<file path="config.mk">
export PLATFORM = sky130hd
export DESIGN_NAME = sut_top
export DESIGN_NICKNAME = d
export VERILOG_FILES = /design/src/hw/sut_pkg.sv /design/src/hw/sut_top.sv
export VERILOG_INCLUDE_DIRS = /design/src /design/src/hw
export SDC_FILE = /design/constraint.sdc
export NUM_CORES = 1
export LEC_CHECK = 0
export BUFFER_PORTS_ARGS = -buffer_cell sky130_fd_sc_hd__buf_4
export CORE_MARGIN = 3
export CORE_UTILIZATION = 35
export DETAILED_ROUTE_END_ITERATION = 7
export MAX_ROUTING_LAYER = met4
export PLACE_DENSITY_LB_ADDON = 0.05
export REMOVE_ABC_BUFFERS = 1
export SETUP_SLACK_MARGIN = 0.02
export SYNTH_ARGS = -nofsm -noshare
export SYNTH_HDL_FRONTEND = slang
export SYNTH_SLANG_ARGS = --single-unit
</file>
<file path="constraint.sdc">
create_clock -name clk -period 8.1 [get_ports clk]
set_input_delay 0.405 -clock clk [delete_from_list [all_inputs] [get_ports clk]]
set_output_delay 0.405 -clock clk [all_outputs]
set_load 0.02 [all_outputs]
</file>
<file path="src/hw/sut_defines.svh">
// sut_defines.svh: register offsets, field positions, reset values, bit timing counts
// assumes a single 100 MHz clock and the plain strobe register port of sut_top
`ifndef SUT_DEFINES_SVH
`define SUT_DEFINES_SVH
// ***************************************************************
// register offsets
// ***************************************************************
`define SUT_A_STS 8'h00
`define SUT_A_DAT 8'h04
`define SUT_A_BRR 8'h08
`define SUT_A_CTRL 8'h0C
`define SUT_A_GT 8'h10
`define SUT_A_IEN 8'h14
`define SUT_A_ICLR 8'h18
`define SUT_A_CMD 8'h1C
// ***************************************************************
// control fields
// ***************************************************************
`define SUT_C_TE 0
`define SUT_C_RE 1
`define SUT_C_M9 2
`define SUT_C_PCE 3
`define SUT_C_PS 4
`define SUT_C_STOP 5
`define SUT_C_LIN 7
`define SUT_C_LBDL 8
`define SUT_C_IREN 9
`define SUT_C_SCEN 10
`define SUT_C_HD 11
`define SUT_C_RTSE 12
`define SUT_C_CTSE 13
`define SUT_C_CLKEN 14
`define SUT_C_MUTE 15
`define SUT_C_WAKE 16
`define SUT_C_DMAT 17
`define SUT_C_DMAR 18
`define SUT_C_ADDR 20
// ***************************************************************
// status and interrupt fields
// ***************************************************************
`define SUT_S_CTSF 0
`define SUT_S_LBD 1
`define SUT_S_TXE 2
`define SUT_S_TC 3
`define SUT_S_RXNE 4
`define SUT_S_IDLE 5
`define SUT_S_ORE 6
`define SUT_S_FE 7
`define SUT_S_NE 8
`define SUT_S_PE 9
`define SUT_CLR_MASK 10'h3FB
// ***************************************************************
// reset values and timing counts
// ***************************************************************
`define SUT_FLG_RST 10'h00C
`define SUT_CTRL_RST 32'h0000_0000
`define SUT_BRR_RST 16'h0010
`define SUT_SUB 8'h10
`define SUT_SMP 4'h7
`define SUT_NB_SHORT 4'h8
`define SUT_NB_LONG 4'h9
`define SUT_IDLE_EXTRA 8'h02
`define SUT_BRK_BITS 8'h0D
`define SUT_LBD_SHORT 8'h0A
`define SUT_LBD_LONG 8'h0B
`define SUT_IR_PULSE 8'h03
`endif

</file>
<file path="src/hw/sut_pkg.sv">
// sut_pkg: state and mode types of the serial transceiver
// assumes sut_defines.svh supplies the numeric constants
package sut_pkg;
  typedef enum logic [2:0] {
    SUT_TX_IDLE = 3'h0,
    SUT_TX_START = 3'h1,
    SUT_TX_DATA = 3'h3,
    SUT_TX_STOP = 3'h2,
    SUT_TX_GUARD = 3'h6,
    SUT_TX_BRK = 3'h4
  } sut_tx_e;
  typedef enum logic [1:0] {
    SUT_RX_IDLE = 2'h0,
    SUT_RX_START = 2'h1,
    SUT_RX_DATA = 2'h3,
    SUT_RX_STOP = 2'h2
  } sut_rx_e;
  typedef enum logic [1:0] {
    SUT_STOP_1 = 2'h0,
    SUT_STOP_0H = 2'h1,
    SUT_STOP_2 = 2'h2,
    SUT_STOP_1H = 2'h3
  } sut_stop_e;
endpackage : sut_pkg

</file>
<file path="src/hw/sut_top.sv">
// sut_top: serial transceiver with baud generator, tx/rx engines and registers
// assumes one clock, a plain register port and pins that need synchronising
`include "sut_defines.svh"
module sut_top
  import sut_pkg::*;
#(
  parameter int AW = 8
) (
  input wire logic clk,
  input wire logic rst,
  input wire logic [AW-1:0] addr,
  input wire logic [31:0] wdata,
  input wire logic wr,
  input wire logic rd,
  output logic [31:0] rdata,
  input wire logic rxd_i,
  input wire logic txd_i,
  output logic txd_o,
  output logic txd_oe,
  input wire logic cts_n_i,
  output logic rts_n_o,
  output logic sck_o,
  output logic irq,
  output logic dma_tx_req,
  output logic dma_rx_req
);
  // ***************************************************************
  // functions
  // ***************************************************************
  function automatic logic sut_par(input logic [8:0] d, input logic m9, input logic odd);
    sut_par = (m9 ? ^d[7:0] : ^d[6:0]) ^ odd;
  endfunction : sut_par

  function automatic logic sut_maj(input logic a, input logic b, input logic c);
    sut_maj = (a & b) | (a & c) | (b & c);
  endfunction : sut_maj

  // ***************************************************************
  // declarations
  // ***************************************************************
  logic [1:0] rx_sy, tx_sy, cts_sy;
  logic [31:0] ctrl_reg, rdata_reg, rd_val;
  logic [15:0] brr_reg;
  logic [7:0] gt_reg;
  logic [9:0] ien_reg, flg_reg, flg_next, evt, clr;
  logic [8:0] tdr_reg, rdr_reg, tx_word, rx_word;
  logic [11:0] bd_cnt_reg, mant_m1;
  logic [3:0] bd_acc_reg, nb;
  logic [4:0] acc_sum, ir_hold_reg;
  logic tick, cts_s, cts_d_reg, brk_pend_reg, mute_reg, mute_next;
  logic txd_reg, oe_reg, sck_reg, rts_reg, irq_reg, dmat_reg, dmar_reg;
  logic te, re, m9, pce, odd, lin, iren, scen, hd, ctse, clken, mute_en, wake;
  sut_stop_e stop_c;
  logic [7:0] stop_sub, brk_sub, tx_lim, lbd_lim, idle_lim;
  logic w_dat, w_brr, w_ctrl, w_gt, w_ien, w_iclr, w_cmd, r_dat;
  sut_tx_e tx_st, tx_st_next;
  logic [7:0] tx_cnt, tx_cnt_next, tx_bit, tx_bit_next;
  logic [8:0] tx_sh, tx_sh_next;
  logic tx_uend, tx_load, tx_end, brk_go, tx_val, cts_ok, tx_par;
  sut_rx_e rx_st, rx_st_next;
  logic [3:0] rx_cnt, rx_cnt_next, rx_bit, rx_bit_next;
  logic [8:0] rx_sh, rx_sh_next;
  logic rx_src, rx_eff, rx_last_reg, s0_reg, s1_reg, maj, noisy, nz_reg;
  logic rx_eval, rx_done, rx_ok, addr_fr, addr_hit, par_bad;
  logic [7:0] idle_cnt, lb_cnt;
  logic idle_arm_reg, idle_hit, lbd_hit;

  // ***************************************************************
  // pin synchronisers
  // ***************************************************************
  always_ff @(posedge clk or posedge rst) begin
    if (rst) begin
      rx_sy <= 2'h3;
      tx_sy <= 2'h3;
      cts_sy <= 2'h3;
    end else begin
      rx_sy <= {rx_sy[0], rxd_i};
      tx_sy <= {tx_sy[0], txd_i};
      cts_sy <= {cts_sy[0], cts_n_i};
    end
  end
  assign cts_s = cts_sy[1];

  // ***************************************************************
  // register port
  // ***************************************************************
  assign te = ctrl_reg[`SUT_C_TE];
  assign re = ctrl_reg[`SUT_C_RE];
  assign m9 = ctrl_reg[`SUT_C_M9];
  assign pce = ctrl_reg[`SUT_C_PCE];
  assign odd = ctrl_reg[`SUT_C_PS];
  assign stop_c = sut_stop_e'(ctrl_reg[`SUT_C_STOP +: 2]);
  assign lin = ctrl_reg[`SUT_C_LIN];
  assign iren = ctrl_reg[`SUT_C_IREN];
  assign scen = ctrl_reg[`SUT_C_SCEN];
  assign hd = ctrl_reg[`SUT_C_HD] | scen;
  assign ctse = ctrl_reg[`SUT_C_CTSE];
  assign clken = ctrl_reg[`SUT_C_CLKEN];
  assign mute_en = ctrl_reg[`SUT_C_MUTE];
  assign wake = ctrl_reg[`SUT_C_WAKE];
  assign w_dat = wr & (addr == `SUT_A_DAT);
  assign w_brr = wr & (addr == `SUT_A_BRR);
  assign w_ctrl = wr & (addr == `SUT_A_CTRL);
  assign w_gt = wr & (addr == `SUT_A_GT);
  assign w_ien = wr & (addr == `SUT_A_IEN);
  assign w_iclr = wr & (addr == `SUT_A_ICLR);
  assign w_cmd = wr & (addr == `SUT_A_CMD);
  assign r_dat = rd & (addr == `SUT_A_DAT);
  // write-only and unmapped offsets read as zero
  assign rd_val = (addr == `SUT_A_STS) ? {20'h0_0000, mute_reg, cts_s, flg_reg} :
                  (addr == `SUT_A_DAT) ? {23'h00_0000, rdr_reg} :
                  (addr == `SUT_A_BRR) ? {16'h0000, brr_reg} :
                  (addr == `SUT_A_CTRL) ? ctrl_reg :
                  (addr == `SUT_A_GT) ? {24'h00_0000, gt_reg} :
                  (addr == `SUT_A_IEN) ? {22'h00_0000, ien_reg} : 32'h0000_0000;

  always_ff @(posedge clk or posedge rst) begin
    if (rst) begin
      ctrl_reg <= `SUT_CTRL_RST;
      brr_reg <= `SUT_BRR_RST;
      gt_reg <= 8'h00;
      ien_reg <= 10'h000;
      tdr_reg <= 9'h000;
      rdata_reg <= 32'h0000_0000;
    end else begin
      if (w_ctrl) ctrl_reg <= wdata;
      if (w_brr) brr_reg <= wdata[15:0];
      if (w_gt) gt_reg <= wdata[7:0];
      if (w_ien) ien_reg <= wdata[9:0];
      if (w_dat) tdr_reg <= wdata[8:0];
      rdata_reg <= rd ? rd_val : 32'h0000_0000;
    end
  end

  // ***************************************************************
  // fractional baud generator, tick = 1/16 bit
  // ***************************************************************
  // mantissa in [15:4], sixteenths in [3:0]; carry stretches one period
  assign mant_m1 = (brr_reg[15:4] == 12'h000) ? 12'h000 : brr_reg[15:4] - 12'h001;
  assign acc_sum = {1'b0, bd_acc_reg} + {1'b0, brr_reg[3:0]};
  assign tick = (bd_cnt_reg == 12'h000);
  always_ff @(posedge clk or posedge rst) begin
    if (rst) begin
      bd_cnt_reg <= 12'h000;
      bd_acc_reg <= 4'h0;
    end else if (tick) begin
      bd_cnt_reg <= mant_m1 + {11'h000, acc_sum[4]};
      bd_acc_reg <= acc_sum[3:0];
    end else begin
      bd_cnt_reg <= bd_cnt_reg - 12'h001;
    end
  end

  // ***************************************************************
  // transmitter
  // ***************************************************************
  assign nb = m9 ? `SUT_NB_LONG : `SUT_NB_SHORT;
  assign tx_par = sut_par(tdr_reg, m9, odd);
  // parity replaces the word's top bit
  assign tx_word = !pce ? tdr_reg : m9 ? {tx_par, tdr_reg[7:0]} :
                   {1'b0, tx_par, tdr_reg[6:0]};
  // half and one-and-a-half stop only exist for smart cards
  assign stop_sub = (stop_c == SUT_STOP_2) ? (`SUT_SUB << 1) :
                    (stop_c == SUT_STOP_0H && scen) ? (`SUT_SUB >> 1) :
                    (stop_c == SUT_STOP_1H) ? (scen ? `SUT_SUB + (`SUT_SUB >> 1) :
                    (`SUT_SUB << 1)) : `SUT_SUB;
  assign brk_sub = `SUT_BRK_BITS * `SUT_SUB;
  assign tx_lim = (tx_st == SUT_TX_BRK) ? brk_sub :
                  (tx_st == SUT_TX_STOP) ? stop_sub : `SUT_SUB;
  assign tx_uend = tick & (tx_cnt == tx_lim - 8'h01);
  assign cts_ok = !ctse | !cts_s;
  assign tx_val = !((tx_st == SUT_TX_START) | (tx_st == SUT_TX_BRK) |
                  ((tx_st == SUT_TX_DATA) & !tx_sh[0]));

  always_comb begin
    tx_st_next = tx_st;
    tx_cnt_next = tick ? tx_cnt + 8'h01 : tx_cnt;
    tx_bit_next = tx_bit;
    tx_sh_next = tx_sh;
    tx_load = 1'b0;
    tx_end = 1'b0;
    brk_go = 1'b0;
    case (tx_st)
      SUT_TX_IDLE: begin
        tx_cnt_next = 8'h00;
        if (te && brk_pend_reg) begin
          tx_st_next = SUT_TX_BRK;
          brk_go = 1'b1;
        end else if (te && !flg_reg[`SUT_S_TXE] && cts_ok) begin
          tx_st_next = SUT_TX_START;
          tx_sh_next = tx_word;
          tx_load = 1'b1;
        end
      end
      SUT_TX_START: begin
        if (tx_uend) begin
          tx_st_next = SUT_TX_DATA;
          tx_cnt_next = 8'h00;
          tx_bit_next = 8'h00;
        end
      end
      SUT_TX_DATA: begin
        if (tx_uend) begin
          tx_cnt_next = 8'h00;
          tx_sh_next = {1'b0, tx_sh[8:1]};
          tx_bit_next = tx_bit + 8'h01;
          if (tx_bit == {4'h0, nb} - 8'h01) tx_st_next = SUT_TX_STOP;
        end
      end
      SUT_TX_STOP: begin
        if (tx_uend) begin
          tx_cnt_next = 8'h00;
          tx_bit_next = 8'h00;
          if (scen && gt_reg != 8'h00) begin
            tx_st_next = SUT_TX_GUARD;
          end else begin
            tx_st_next = SUT_TX_IDLE;
            tx_end = 1'b1;
          end
        end
      end
      SUT_TX_GUARD: begin
        if (tx_uend) begin
          tx_cnt_next = 8'h00;
          tx_bit_next = tx_bit + 8'h01;
          if (tx_bit == gt_reg - 8'h01) begin
            tx_st_next = SUT_TX_IDLE;
            tx_end = 1'b1;
          end
        end
      end
      SUT_TX_BRK: begin
        if (tx_uend) begin
          tx_cnt_next = 8'h00;
          tx_st_next = SUT_TX_STOP;
        end
      end
      default: tx_st_next = SUT_TX_IDLE;
    endcase
  end

  always_ff @(posedge clk or posedge rst) begin
    if (rst) begin
      tx_st <= SUT_TX_IDLE;
      tx_cnt <= 8'h00;
      tx_bit <= 8'h00;
      tx_sh <= 9'h000;
      brk_pend_reg <= 1'b0;
    end else begin
      tx_st <= tx_st_next;
      tx_cnt <= tx_cnt_next;
      tx_bit <= tx_bit_next;
      tx_sh <= tx_sh_next;
      brk_pend_reg <= (brk_pend_reg & !brk_go) | (w_cmd & wdata[0]);
    end
  end

  // ***************************************************************
  // receiver
  // ***************************************************************
  // the shared wire is heard on the tx pin in single wire modes
  assign rx_src = hd ? tx_sy[1] : rx_sy[1];
  // an infrared pulse holds a zero for one bit time
  assign rx_eff = iren ? !(rx_src | (ir_hold_reg != 5'h00)) : rx_src;
  assign rx_eval = tick & (rx_cnt == `SUT_SMP + 4'h2);
  assign maj = sut_maj(s0_reg, s1_reg, rx_eff);
  assign noisy = !((s0_reg == s1_reg) && (s1_reg == rx_eff));

  always_comb begin
    rx_st_next = rx_st;
    rx_cnt_next = tick ? rx_cnt + 4'h1 : rx_cnt;
    rx_bit_next = rx_bit;
    rx_sh_next = rx_sh;
    rx_done = 1'b0;
    case (rx_st)
      SUT_RX_IDLE: begin
        rx_cnt_next = 4'h0;
        if (rx_last_reg && !rx_eff) rx_st_next = SUT_RX_START;
      end
      SUT_RX_START: begin
        if (rx_eval && maj) begin
          rx_st_next = SUT_RX_IDLE;
        end else if (tick && rx_cnt == 4'hF) begin
          rx_st_next = SUT_RX_DATA;
          rx_bit_next = 4'h0;
        end
      end
      SUT_RX_DATA: begin
        if (rx_eval) rx_sh_next = {maj, rx_sh[8:1]};
        if (tick && rx_cnt == 4'hF) begin
          rx_bit_next = rx_bit + 4'h1;
          if (rx_bit == nb - 4'h1) rx_st_next = SUT_RX_STOP;
        end
      end
      SUT_RX_STOP: begin
        // only the first stop bit is checked, so the next start is caught early
        if (rx_eval) begin
          rx_st_next = SUT_RX_IDLE;
          rx_done = 1'b1;
        end
      end
      default: rx_st_next = SUT_RX_IDLE;
    endcase
    if (!re) rx_st_next = SUT_RX_IDLE;
  end

  assign rx_word = m9 ? rx_sh : {1'b0, rx_sh[8:1]};
  assign par_bad = pce & (sut_par(rx_word, m9, odd) != (m9 ? rx_word[8] : rx_word[7]));
  assign addr_fr = m9 ? rx_word[8] : rx_word[7];
  assign addr_hit = (rx_word[3:0] == ctrl_reg[`SUT_C_ADDR +: 4]);
  assign mute_next = !mute_en ? 1'b0 :
                     (rx_done & addr_fr & !addr_hit) ? 1'b1 :
                     (rx_done & addr_fr & addr_hit & wake) ? 1'b0 :
                     (idle_hit & !wake) ? 1'b0 : mute_reg;
  assign rx_ok = rx_done & !mute_next;
  assign idle_lim = ({4'h0, nb} + `SUT_IDLE_EXTRA) * `SUT_SUB;
  assign idle_hit = tick & rx_eff & (rx_st == SUT_RX_IDLE) &
                    (idle_cnt == idle_lim - 8'h01) & (idle_arm_reg | mute_reg);
  assign lbd_lim = (ctrl_reg[`SUT_C_LBDL] ? `SUT_LBD_LONG : `SUT_LBD_SHORT) * `SUT_SUB;
  assign lbd_hit = lin & tick & !rx_eff & (lb_cnt == lbd_lim - 8'h01);

  always_ff @(posedge clk or posedge rst) begin
    if (rst) begin
      rx_st <= SUT_RX_IDLE;
      rx_cnt <= 4'h0;
      rx_bit <= 4'h0;
      rx_sh <= 9'h000;
      rx_last_reg <= 1'b1;
      s0_reg <= 1'b1;
      s1_reg <= 1'b1;
      nz_reg <= 1'b0;
      ir_hold_reg <= 5'h00;
      mute_reg <= 1'b0;
      rdr_reg <= 9'h000;
    end else begin
      rx_st <= rx_st_next;
      rx_cnt <= rx_cnt_next;
      rx_bit <= rx_bit_next;
      rx_sh <= rx_sh_next;
      rx_last_reg <= rx_eff;
      if (tick && rx_cnt == `SUT_SMP) s0_reg <= rx_eff;
      if (tick && rx_cnt == `SUT_SMP + 4'h1) s1_reg <= rx_eff;
      if (rx_st == SUT_RX_IDLE) nz_reg <= 1'b0;
      else if (rx_eval && noisy) nz_reg <= 1'b1;
      if (rx_src) ir_hold_reg <= 5'h0F;
      else if (tick && ir_hold_reg != 5'h00) ir_hold_reg <= ir_hold_reg - 5'h01;
      mute_reg <= mute_next;
      // an overrun keeps the unread word
      if (rx_ok && (!flg_reg[`SUT_S_RXNE] || r_dat)) rdr_reg <= rx_word;
    end
  end

  always_ff @(posedge clk or posedge rst) begin
    if (rst) begin
      idle_cnt <= 8'h00;
      lb_cnt <= 8'h00;
      idle_arm_reg <= 1'b0;
    end else begin
      if (!rx_eff || rx_st != SUT_RX_IDLE) idle_cnt <= 8'h00;
      else if (tick && idle_cnt != 8'hFF) idle_cnt <= idle_cnt + 8'h01;
      if (rx_eff) lb_cnt <= 8'h00;
      else if (tick && lb_cnt != 8'hFF) lb_cnt <= lb_cnt + 8'h01;
      idle_arm_reg <= (idle_arm_reg & !idle_hit) | rx_done;
    end
  end

  // ***************************************************************
  // flags, interrupt, dma and pins
  // ***************************************************************
  assign evt[`SUT_S_CTSF] = ctse & (cts_s != cts_d_reg);
  assign evt[`SUT_S_LBD] = lbd_hit;
  assign evt[`SUT_S_TXE] = tx_load;
  assign evt[`SUT_S_TC] = tx_end & flg_reg[`SUT_S_TXE];
  assign evt[`SUT_S_RXNE] = rx_ok;
  assign evt[`SUT_S_IDLE] = idle_hit & !mute_next;
  assign evt[`SUT_S_ORE] = rx_ok & flg_reg[`SUT_S_RXNE] & !r_dat;
  assign evt[`SUT_S_FE] = rx_ok & !maj;
  assign evt[`SUT_S_NE] = rx_ok & (nz_reg | noisy);
  assign evt[`SUT_S_PE] = rx_ok & par_bad;
  assign clr = (w_iclr ? (wdata[9:0] & `SUT_CLR_MASK) : 10'h000) |
               (r_dat ? (10'h001 << `SUT_S_RXNE) : 10'h000) |
               (w_dat ? ((10'h001 << `SUT_S_TXE) | (10'h001 << `SUT_S_TC)) : 10'h000);
  // a flag set in the cycle of its clear stays set
  assign flg_next = (flg_reg & ~clr) | evt;

  always_ff @(posedge clk or posedge rst) begin
    if (rst) begin
      flg_reg <= `SUT_FLG_RST;
      cts_d_reg <= 1'b1;
      irq_reg <= 1'b0;
      txd_reg <= 1'b1;
      oe_reg <= 1'b1;
      sck_reg <= 1'b0;
      rts_reg <= 1'b0;
      dmat_reg <= 1'b0;
      dmar_reg <= 1'b0;
    end else begin
      flg_reg <= flg_next;
      cts_d_reg <= cts_s;
      irq_reg <= |(flg_reg & ien_reg);
      txd_reg <= iren ? (!tx_val & (tx_cnt < `SUT_IR_PULSE)) : tx_val;
      oe_reg <= !hd | (tx_st != SUT_TX_IDLE);
      sck_reg <= clken & (tx_st == SUT_TX_DATA) & tx_cnt[3];
      rts_reg <= ctrl_reg[`SUT_C_RTSE] & flg_reg[`SUT_S_RXNE];
      dmat_reg <= ctrl_reg[`SUT_C_DMAT] & te & flg_reg[`SUT_S_TXE];
      dmar_reg <= ctrl_reg[`SUT_C_DMAR] & flg_reg[`SUT_S_RXNE];
    end
  end
  assign rdata = rdata_reg;
  assign txd_o = txd_reg;
  assign txd_oe = oe_reg;
  assign sck_o = sck_reg;
  assign rts_n_o = rts_reg;
  assign irq = irq_reg;
  assign dma_tx_req = dmat_reg;
  assign dma_rx_req = dmar_reg;
endmodule : sut_top
</file>
==> results of run 1 <==
## where the power goes
| part | internal [mW] | leakage, nW | switching [mW] |
|---|---|---|---|
| Clock | 0.847 | 0.521 | 0.514 |
| Combinational | 0.148 | 2.79 | 0.190 |
| Sequential | 1.22 | 3.08 | 0.0738 |
| Total | 2.22 | 6.39 | 0.779 |
## what timing repair did
item	in CTS	in global routing
gates resized for setup	0	0
hold buffers	3	0
endpoints found under the hold margin	3	0
## worst paths after layout
| kind | start | end | slack (ps) | cells after the start |
|---|---|---|---|---|
| worst max-delay path | tx_st[0]$_DFFE_PP0P_ | tx_st[0]$_DFFE_PP0P_ | 4570 | 9 |
| worst min-delay path | rst | rx_sh[4]$_DFFE_PP0P_ | -60 | 2 |
| worst max register to register | tx_st[0]$_DFFE_PP0P_ | tx_st[0]$_DFFE_PP0P_ | 4570 | 9 |
| worst min register to register | cts_sy[0]$_DFF_PP1_ | cts_sy[1]$_DFF_PP1_ | 360 | 0 |
| max in group asynchronous | rst | ir_hold_reg[0]$_DFFE_PP0P_ | 6750 | 3 |
| min in group clk | wdata[31] | ctrl_reg[31]$_DFFE_PP0P_ | 90 | 2 |
## kinds of logic (layout without fill, tap and decap cells)
family                     count (synthesis)  count (layout)  synth area share (%)
adders and majority gates                 25              25                 2.683
muxes                                    125             125                 11.69
and+or+nand+nor                          373             373                 16.10
AOI/OAI and AO/OA                        206             206                 12.15
DFF                                      231             231                 48.58
buffers and inverters                     86             189                 2.746
xor gates and xnor gates                  81              81                 6.058
## critical path: stages, from the launching register on
cell	delay [ps]
dfrtp_1	510
nand2b_1	340
or3_1	400
ha_1	240
xor2_1	190
or3_1	310
a211o_1	350
a2111o_1	570
a221o_1	400
a2bb2oi_1	150
## layer usage
metal / GRT usage (%) / vias to the layer above / share of wire, %
li1: - / 4226 / -
met1: 26.42 / 4367 / 49
met2: 28.66 / 171 / 45
met3: 2.408 / 41 / 3.8
met4: 3.669 / 0 / 1.7
met5: - / - / 0
## layout make-up
type / count / share of cell area, %
clock buffers: 43 / 6.523
clock inverters: 12 / 0.8242
inverters: 34 / 0.9571
multi-input cells: 810 / 41.28
flip-flops and latches: 231 / 41.08
well taps: 448 / 3.970
repair buffers: 100 / 5.370
## placed cells by master (no fill, tap or decap), drive strengths merged, types with 7 or more instances in the layout
| cell type | count |
|---|---|
| buf | 97 |
| clkbuf | 43 |
| inv | 35 |
| and2 | 27 |
| or3 | 14 |
| dfrtp | 216 |
| xor2 | 31 |
| clkinv | 8 |
| ha | 24 |
| nand2b | 11 |
| nand4 | 15 |
| or4 | 7 |
| and3 | 15 |
| nor2 | 76 |
| mux2i | 10 |
| a21oi | 36 |
| o31ai | 8 |
| nor2b | 9 |
| o211ai | 11 |
| a31oi | 13 |
| nor4 | 17 |
| a22oi | 28 |
| a21o | 9 |
| mux2 | 115 |
| nand3 | 33 |
| nand3b | 7 |
| o21ai | 45 |
| xnor2 | 49 |
| nor3 | 30 |
| dfstp | 15 |
| nand2 | 91 |
| a22o | 10 |
## per-stage QoR
stage | cells | setup WS, ps
final | 1678 | 4565
after global routing | 1678 | 4360
after CTS | 1678 | 4574
after detailed placement | 1620 | 4580
after global placement | 1620 | 4597
after floorplan | 1075 | 1387
==> impl_metrics.ini, run 1 <==
[outcome]
status = complete, but fails checks
violations = negative hold slack

[die]
num_rows = 67
initial_core_util_pct = 35.51
die_h_um = 190.7
io_pins = 86
die_area_um2 = 36360
chipWidth_um = 190.7
core_um2 = 33620

[route]
viasPerCell = 5.247
dr.pass1.iters = 5
drc_errors = 0
drt_iter0_drc = 583
vias = 8805
antenna_left = 0
wl_per_cell_um = 19.56
drt-total-wl_um = 32830

[clocking]
clk_path_buf_depth = 3
cts_buffers = 30
htreeDepth = 1
path_clk_slew_ps = 60
clock_latency_ps = 550
cts_tree = built
post_cts_buffers = 0
cts.sinks = 231
root_buffer = clkbuf_16

[synth]
yosysMostFrequentCell = dfrtp_1
synth_flop_cell = dfrtp_1
syn_inst = 1127
async_reset_ff_share_pct = 100.0
avgSynthCellArea_um2 = 10.59
yosysWarnings = 0
yosys.cell_types.count = 70
synth_edf_count = 0
synth_commonest_cells = 216 x dfrtp_1, 115 x mux2_2, 91 x nand2_1, 75 x nor2_1, 49 x xnor2_1
ys_seq_area_share_pct = 48.58
ys_top_cells_by_area = dfrtp_1 45%, mux2_2 11%, xnor2_1 3.6%
synth.top_cell.area_share_pct = 45.28
synth_top_area_cell = dfrtp_1
synth_seq_cells = 231
syn_area_um2 = 11940

[power]
total_power_mw = 2.994
powerDensity_nw_per_um2 = 212.1
peakVddDrop_mv = 0.1735
leakagePower_nw = 6.391

[place]
placed_area_um2 = 13050
gp_congestion = 0.8028
place_hpwl_um = 22980
numPortBuffers = 85

[sta]
timing.slew.headroom_pct = 33.52
whs_ps = -60.07
hold_viol_final = 23
skew_ps = 13.58
finalSetupViolations = 0
setup_tns_ps = 0
rsz0062_at_grt = false
finalCritPeriodShare_pct = 43.64
drv_slew = 0
post-route-min-period_ps = 3535
worst_pin_slew_ps = 993.6
fmax_mhz = 282.9

[setup_path]
critPathLaunchType = flop
critPathRequiredTime_ps = 8570
cp-end-kind = flop
worstPathArrival_ps = 4000
worstSetupPathType = flop to flop
path_max_fanout = 12

[finish]
antenna_cells = 0
final_core_util_pct = 42.00
syn2layout_area_growth_pct = 18.27
design_area_um2 = 14120
regArea_um2 = 5799
nets = 1279
drive_gt1_share_pct = 24.80
fillers = 3291
multiInputGateArea_um2 = 5828

[global_routing]
grtUsageTotal_pct = 18.56
grt_max_degree = 103
grt.overflow.total = 0
antenna_found_initial = 0
grt_pass1_wl_um = 51760
grt_pass1_vias = 8738

[flow_run]
max_cap_viol_count = 0

[hold_path]
hp-class = input port to async pin
(Power assumes the default switching activity.)
==> inputs of run 2 (changes only) <==
Clock period 8.1 ns to 3.5 ns, I/O delays scaled along.
==> run 2 against run 1 <==
Effect of this change:
- the run now ends clean
- via count is 2.4% higher
- critical path depth unchanged
- cell area up 2.9%
- critical path type unchanged
- highest routed layer unchanged
==> impl_metrics.ini, run 2 (synthesis results as in run 1) <==
[outcome]
status = finished clean

[hold_path]
hp-class = input port to flop
holdPathStages = 4
holdPathEnd = flg_reg[6]$_DFF_PP0_
hold_start = rd

[setup_path]
critPathRequiredTime_ps = 3970
worstSetupPathType = flop to flop
worstPathArrival_ps = 3640
cp-end-kind = flop
r2r-end = tx_st[0]$_DFFE_PP0P_
critPathLaunchType = flop
ff2ff_setup_slack_ps = 330
path_max_fanout = 11
timing.rr.start = tx_st[0]$_DFFE_PP0P_
r2r_cells = 9

[global_routing]
grt_pass1_vias = 9058
grt.overflow.total = 0
grt_max_degree = 105
grt-busiest-layer = met2
grtUsageTotal_pct = 19.06
use_met2_pct = 29.32
use_met1_pct = 27.14
grtUsageMet3_pct = 2.077
antenna_found_initial = 0
grt_pass1_wl_um = 53220

[sta]
skew_ps = 13.12
fmax_mhz = 315.9
post-route-min-period_ps = 3165
finalCritPeriodShare_pct = 90.44
drv_slew = 0
finalSetupViolations = 0
timing.slew.headroom_pct = 39.76
setup_tns_ps = 0
hold_viol_final = 0
rsz0062_at_grt = false
worst_pin_slew_ps = 901.4

[place]
numPortBuffers = 85
dpl.cell_count = 1638
gp_congestion = 0.7599
place_hpwl_um = 23730
placed_area_um2 = 13200

[finish]
antenna_cells = 0
mostFrequentLayoutCell = dfrtp_1
syn2layout_area_growth_pct = 21.68
final_cells = 1725
final_cell_mix = 216 x dfrtp_1, 115 x mux2_2, 114 x buf_4
nets = 1328
design_area_um2 = 14530
drive_gt1_share_pct = 24.67

[clocking]
clock_latency_ps = 550
clk_path_buf_depth = 3
htreeDepth = 1
root_buffer = clkbuf_16
cts_buffers = 28
cts_tree = built
cts.sinks = 231
path_clk_slew_ps = 60

[route]
drt-total-wl_um = 33380
drc_errors = 0
viasPerCell = 5.224
antenna_left = 0
drt_iter0_drc = 437
dr.pass1.iters = 5
vias = 9012
wl_per_cell_um = 19.35

[die]
num_rows = 67
die_h_um = 190.7
die_area_um2 = 36360
initial_core_util_pct = 35.51
chipWidth_um = 190.7
io_pins = 86
core_um2 = 33620

[power]
p_seq_share_pct = 43.4
clkPwrFrac_pct = 44.3
power.share.switching_pct = 26.08
peakVddDrop_mv = 0.3419
total_power_mw = 6.868
p_int_mw = 5.077
power_frac_comb_pct = 12.3
switchingPower_mw = 1.792
powerDensity_nw_per_um2 = 472.9
leakagePower_nw = 6.576

[flow_run]
max_cap_viol_count = 0
[run 2: final cells by class]
cell class	instances	area, µm²
clock buffers	39	792.0
clock inverters	12	173.9
fillers	3224	19090
inverters	34	135.1
multi-input cells	810	5828
flip-flops and latches	231	5799
well taps	448	560.5
repair buffers	151	1236
[run 2: metal layers]
layer  up-vias  wire [µm]
li1       4341          -
met1      4462      16340
met2       156      15220
met3        53        952
met4         0        875
met5         -          0
[run 2: through the flow]
stage / utilization [%] / worst slack (ps) / hold WS, ps
global placement: 39.26 / 373.7 / 288.5
finish: 43.21 / 334.6 / 88.71
floorplan: - / -2983 / 179.5
global route: 43.21 / 114.8 / 110.7
detailed placement: 39.26 / 358.6 / 284.6
CTS: 43.21 / 338.8 / 73.92
[run 2: worst max path at each step]
stage / start / endpoint / slack [ps] / cells past startpoint
5_1_grt: ctrl_reg[6]$_DFFE_PP0P_ / tx_cnt[6]$_DFF_PP0_ / 110 / 11
4_1_cts: tx_st[0]$_DFFE_PP0P_ / tx_cnt[1]$_DFF_PP0_ / 340 / 10
3_5_place_dp: tx_st[0]$_DFFE_PP0P_ / tx_cnt[1]$_DFF_PP0_ / 360 / 10
6_report: tx_st[0]$_DFFE_PP0P_ / tx_st[0]$_DFFE_PP0P_ / 330 / 9
3_3_place_gp: tx_st[0]$_DFFE_PP0P_ / tx_sh[2]$_DFFE_PP0P_ / 370 / 9
2_1_floorplan: rst / bd_acc_reg[0]$_DFFE_PP0P_ / -2980 / 1
[run 2: timing repair]
item,in CTS,in global routing
hold buffers,36,0
buffers inserted,0,0
endpoints found under the setup margin,0,0
gates resized for setup,0,0
hold endpoints to repair,186,0
[run 2: critical path, cell delays in order, from the launching register on]
cell and delay [ps]:
dfrtp_1 380, nand2b_1 160, or3_1 350, ha_1 240, xor2_1 190, or3_1 320
a211o_1 340, a2111o_1 580, a221o_1 390, a2bb2oi_1 150
[run 2: power by group through the flow]
stage	Clock [mW]	Combinational, mW	Sequential, mW
after floorplan	0	0.542	2.99
after global placement	0	0.825	3.02
after detailed placement	0	0.828	3.03
after CTS	3.13	0.862	2.98
after global routing	3.24	0.951	3.00
final	3.04	0.845	2.98
==> inputs of run 3 (changes only) <==
Settings changed: CORE_UTILIZATION 35 to 55.
==> run 3 against run 2 <==
Effect of this change:
- critical path depth unchanged
- global-route usage up 7.2 points
- clock skew up 3.2 ps
- largest cell class unchanged
- via count up 1.3%
- cell area down 1.9%
==> impl_metrics.ini, run 3 (synthesis results as in run 1) <==
[place]
numPortBuffers = 85
dpl.cell_count = 1463
gp_congestion = 0.9308
placed_area_um2 = 12960
place_hpwl_um = 20820
dp_slack_ps = 395.2

[route]
antenna_left = 0
dr.pass1.iters = 6
drt_iter0_drc = 565
drc_errors = 0
drt-total-wl_um = 29720
wl_per_cell_um = 19.21
vias = 9132
viasPerCell = 5.903

[power]
powerDensity_nw_per_um2 = 470.8
leakagePower_nw = 6.547
peakVddDrop_mv = 0.4399
total_power_mw = 6.710

[die]
die_area_um2 = 23510
io_pins = 86
chipWidth_um = 153.3
core_um2 = 21150
die_h_um = 153.3
initial_core_util_pct = 56.43
num_rows = 53

[setup_path]
path_max_fanout = 11
cp-end-kind = flop
worstPathArrival_ps = 3600
critPathRequiredTime_ps = 3950
critPathLaunchType = flop
worstSetupPathType = flop to flop

[sta]
finalSetupViolations = 0
skew_ps = 16.35
finalCritPeriodShare_pct = 89.97
whs_ps = 114.4
drv_slew = 0
rsz0062_at_grt = false
timing.slew.headroom_pct = 31.26
final.setup.worst_slack_ps = 351.0
hold_viol_final = 0
post-route-min-period_ps = 3149
worst_pin_slew_ps = 1027
fmax_mhz = 317.6

[clocking]
cts.sinks = 231
post_cts_buffers = 0
root_buffer = clkbuf_16
htreeDepth = 1
cts_tree = built
path_clk_slew_ps = 60
cts_buffers = 26
clock_latency_ps = 530
cts-resized-gates = 0
clk_path_buf_depth = 3

[global_routing]
grt_pass1_vias = 9067
grt_pass1_wl_um = 49190
grtUsageTotal_pct = 26.29
antenna_found_initial = 0
grt_max_degree = 114
grt.overflow.total = 0

[finish]
fillers = 1680
drive_gt1_share_pct = 24.61
final_cells = 1547
syn2layout_area_growth_pct = 19.39
design_area_um2 = 14250
final_cell_mix = 216 x dfrtp_1, 115 x mux2_2, 112 x buf_4
mostFrequentLayoutCell = dfrtp_1
antenna_cells = 0
nets = 1324

[outcome]
status = finished clean

[hold_path]
hp-class = input port to flop

[flow_run]
max_cap_viol_count = 0
## run 3: where the power goes
group | internal (mW) | switching (mW)
clock network | 1.77 | 1.13
registers | 2.82 | 0.150
logic | 0.383 | 0.451
total | 4.98 | 1.73
## run 3: layout make-up
class | count | area (µm²) | area share, %
inverter | 34 | 135.1 | 0.9481
tap | 275 | 344.1 | 2.414
multi-input combinational | 810 | 5823 | 40.86
clock buffer | 33 | 726.9 | 5.101
sequential | 231 | 5799 | 40.69
clock inverter | 15 | 202.7 | 1.422
timing repair buffer | 149 | 1221 | 8.568
## run 3: routing by layer
layer | vias up | wire, µm | global-route usage, %
li1 | 4317 | - | -
met1 | 4505 | 13510 | 36.72
met3 | 48 | 1658 | 3.596
met2 | 262 | 13830 | 41.36
met5 | - | 0 | -
met4 | 0 | 709 | 6.152
## run 3: repair_timing
action / CTS / global route
endpoints found under the hold margin: 191 / 0
endpoints found under the setup margin: 0 / 0
hold buffers: 36 / 0
## run 3: path summary, 6_finish.rpt
check	start	endpoint	slack [ps]	cells after the start
max	tx_st[0]$_DFFE_PP0P_	tx_st[0]$_DFFE_PP0P_	350	9
min	addr[2]	brk_pend_reg$_DFF_PP0_	110	3
max reg2reg	tx_st[0]$_DFFE_PP0P_	tx_st[0]$_DFFE_PP0P_	350	9
min reg2reg	rx_sy[0]$_DFF_PP1_	rx_sy[1]$_DFF_PP1_	350	0
max in group asynchronous	rst	brr_reg[4]$_DFFE_PP1P_	2220	4
min in group asynchronous	rst	tdr_reg[3]$_DFFE_PP0P_	340	3
## run 3: worst max-delay path: stages (launching register included)
cell       delay [ps]
dfrtp_1           370
nand2b_1          160
or3_1             360
ha_1              240
xor2_1            190
or3_1             330
a211o_1           350
a2111o_1          560
a221o_1           380
a2bb2oi_1         140
## run 3: per-stage QoR
step           setup TNS, ps  utilization [%]
2_1_floorplan        -678590                -
3_3_place_gp               0            61.28
3_5_place_dp               0            61.28
4_1_cts                    0            67.37
5_1_grt                    0            67.37
6_report                   0            67.37
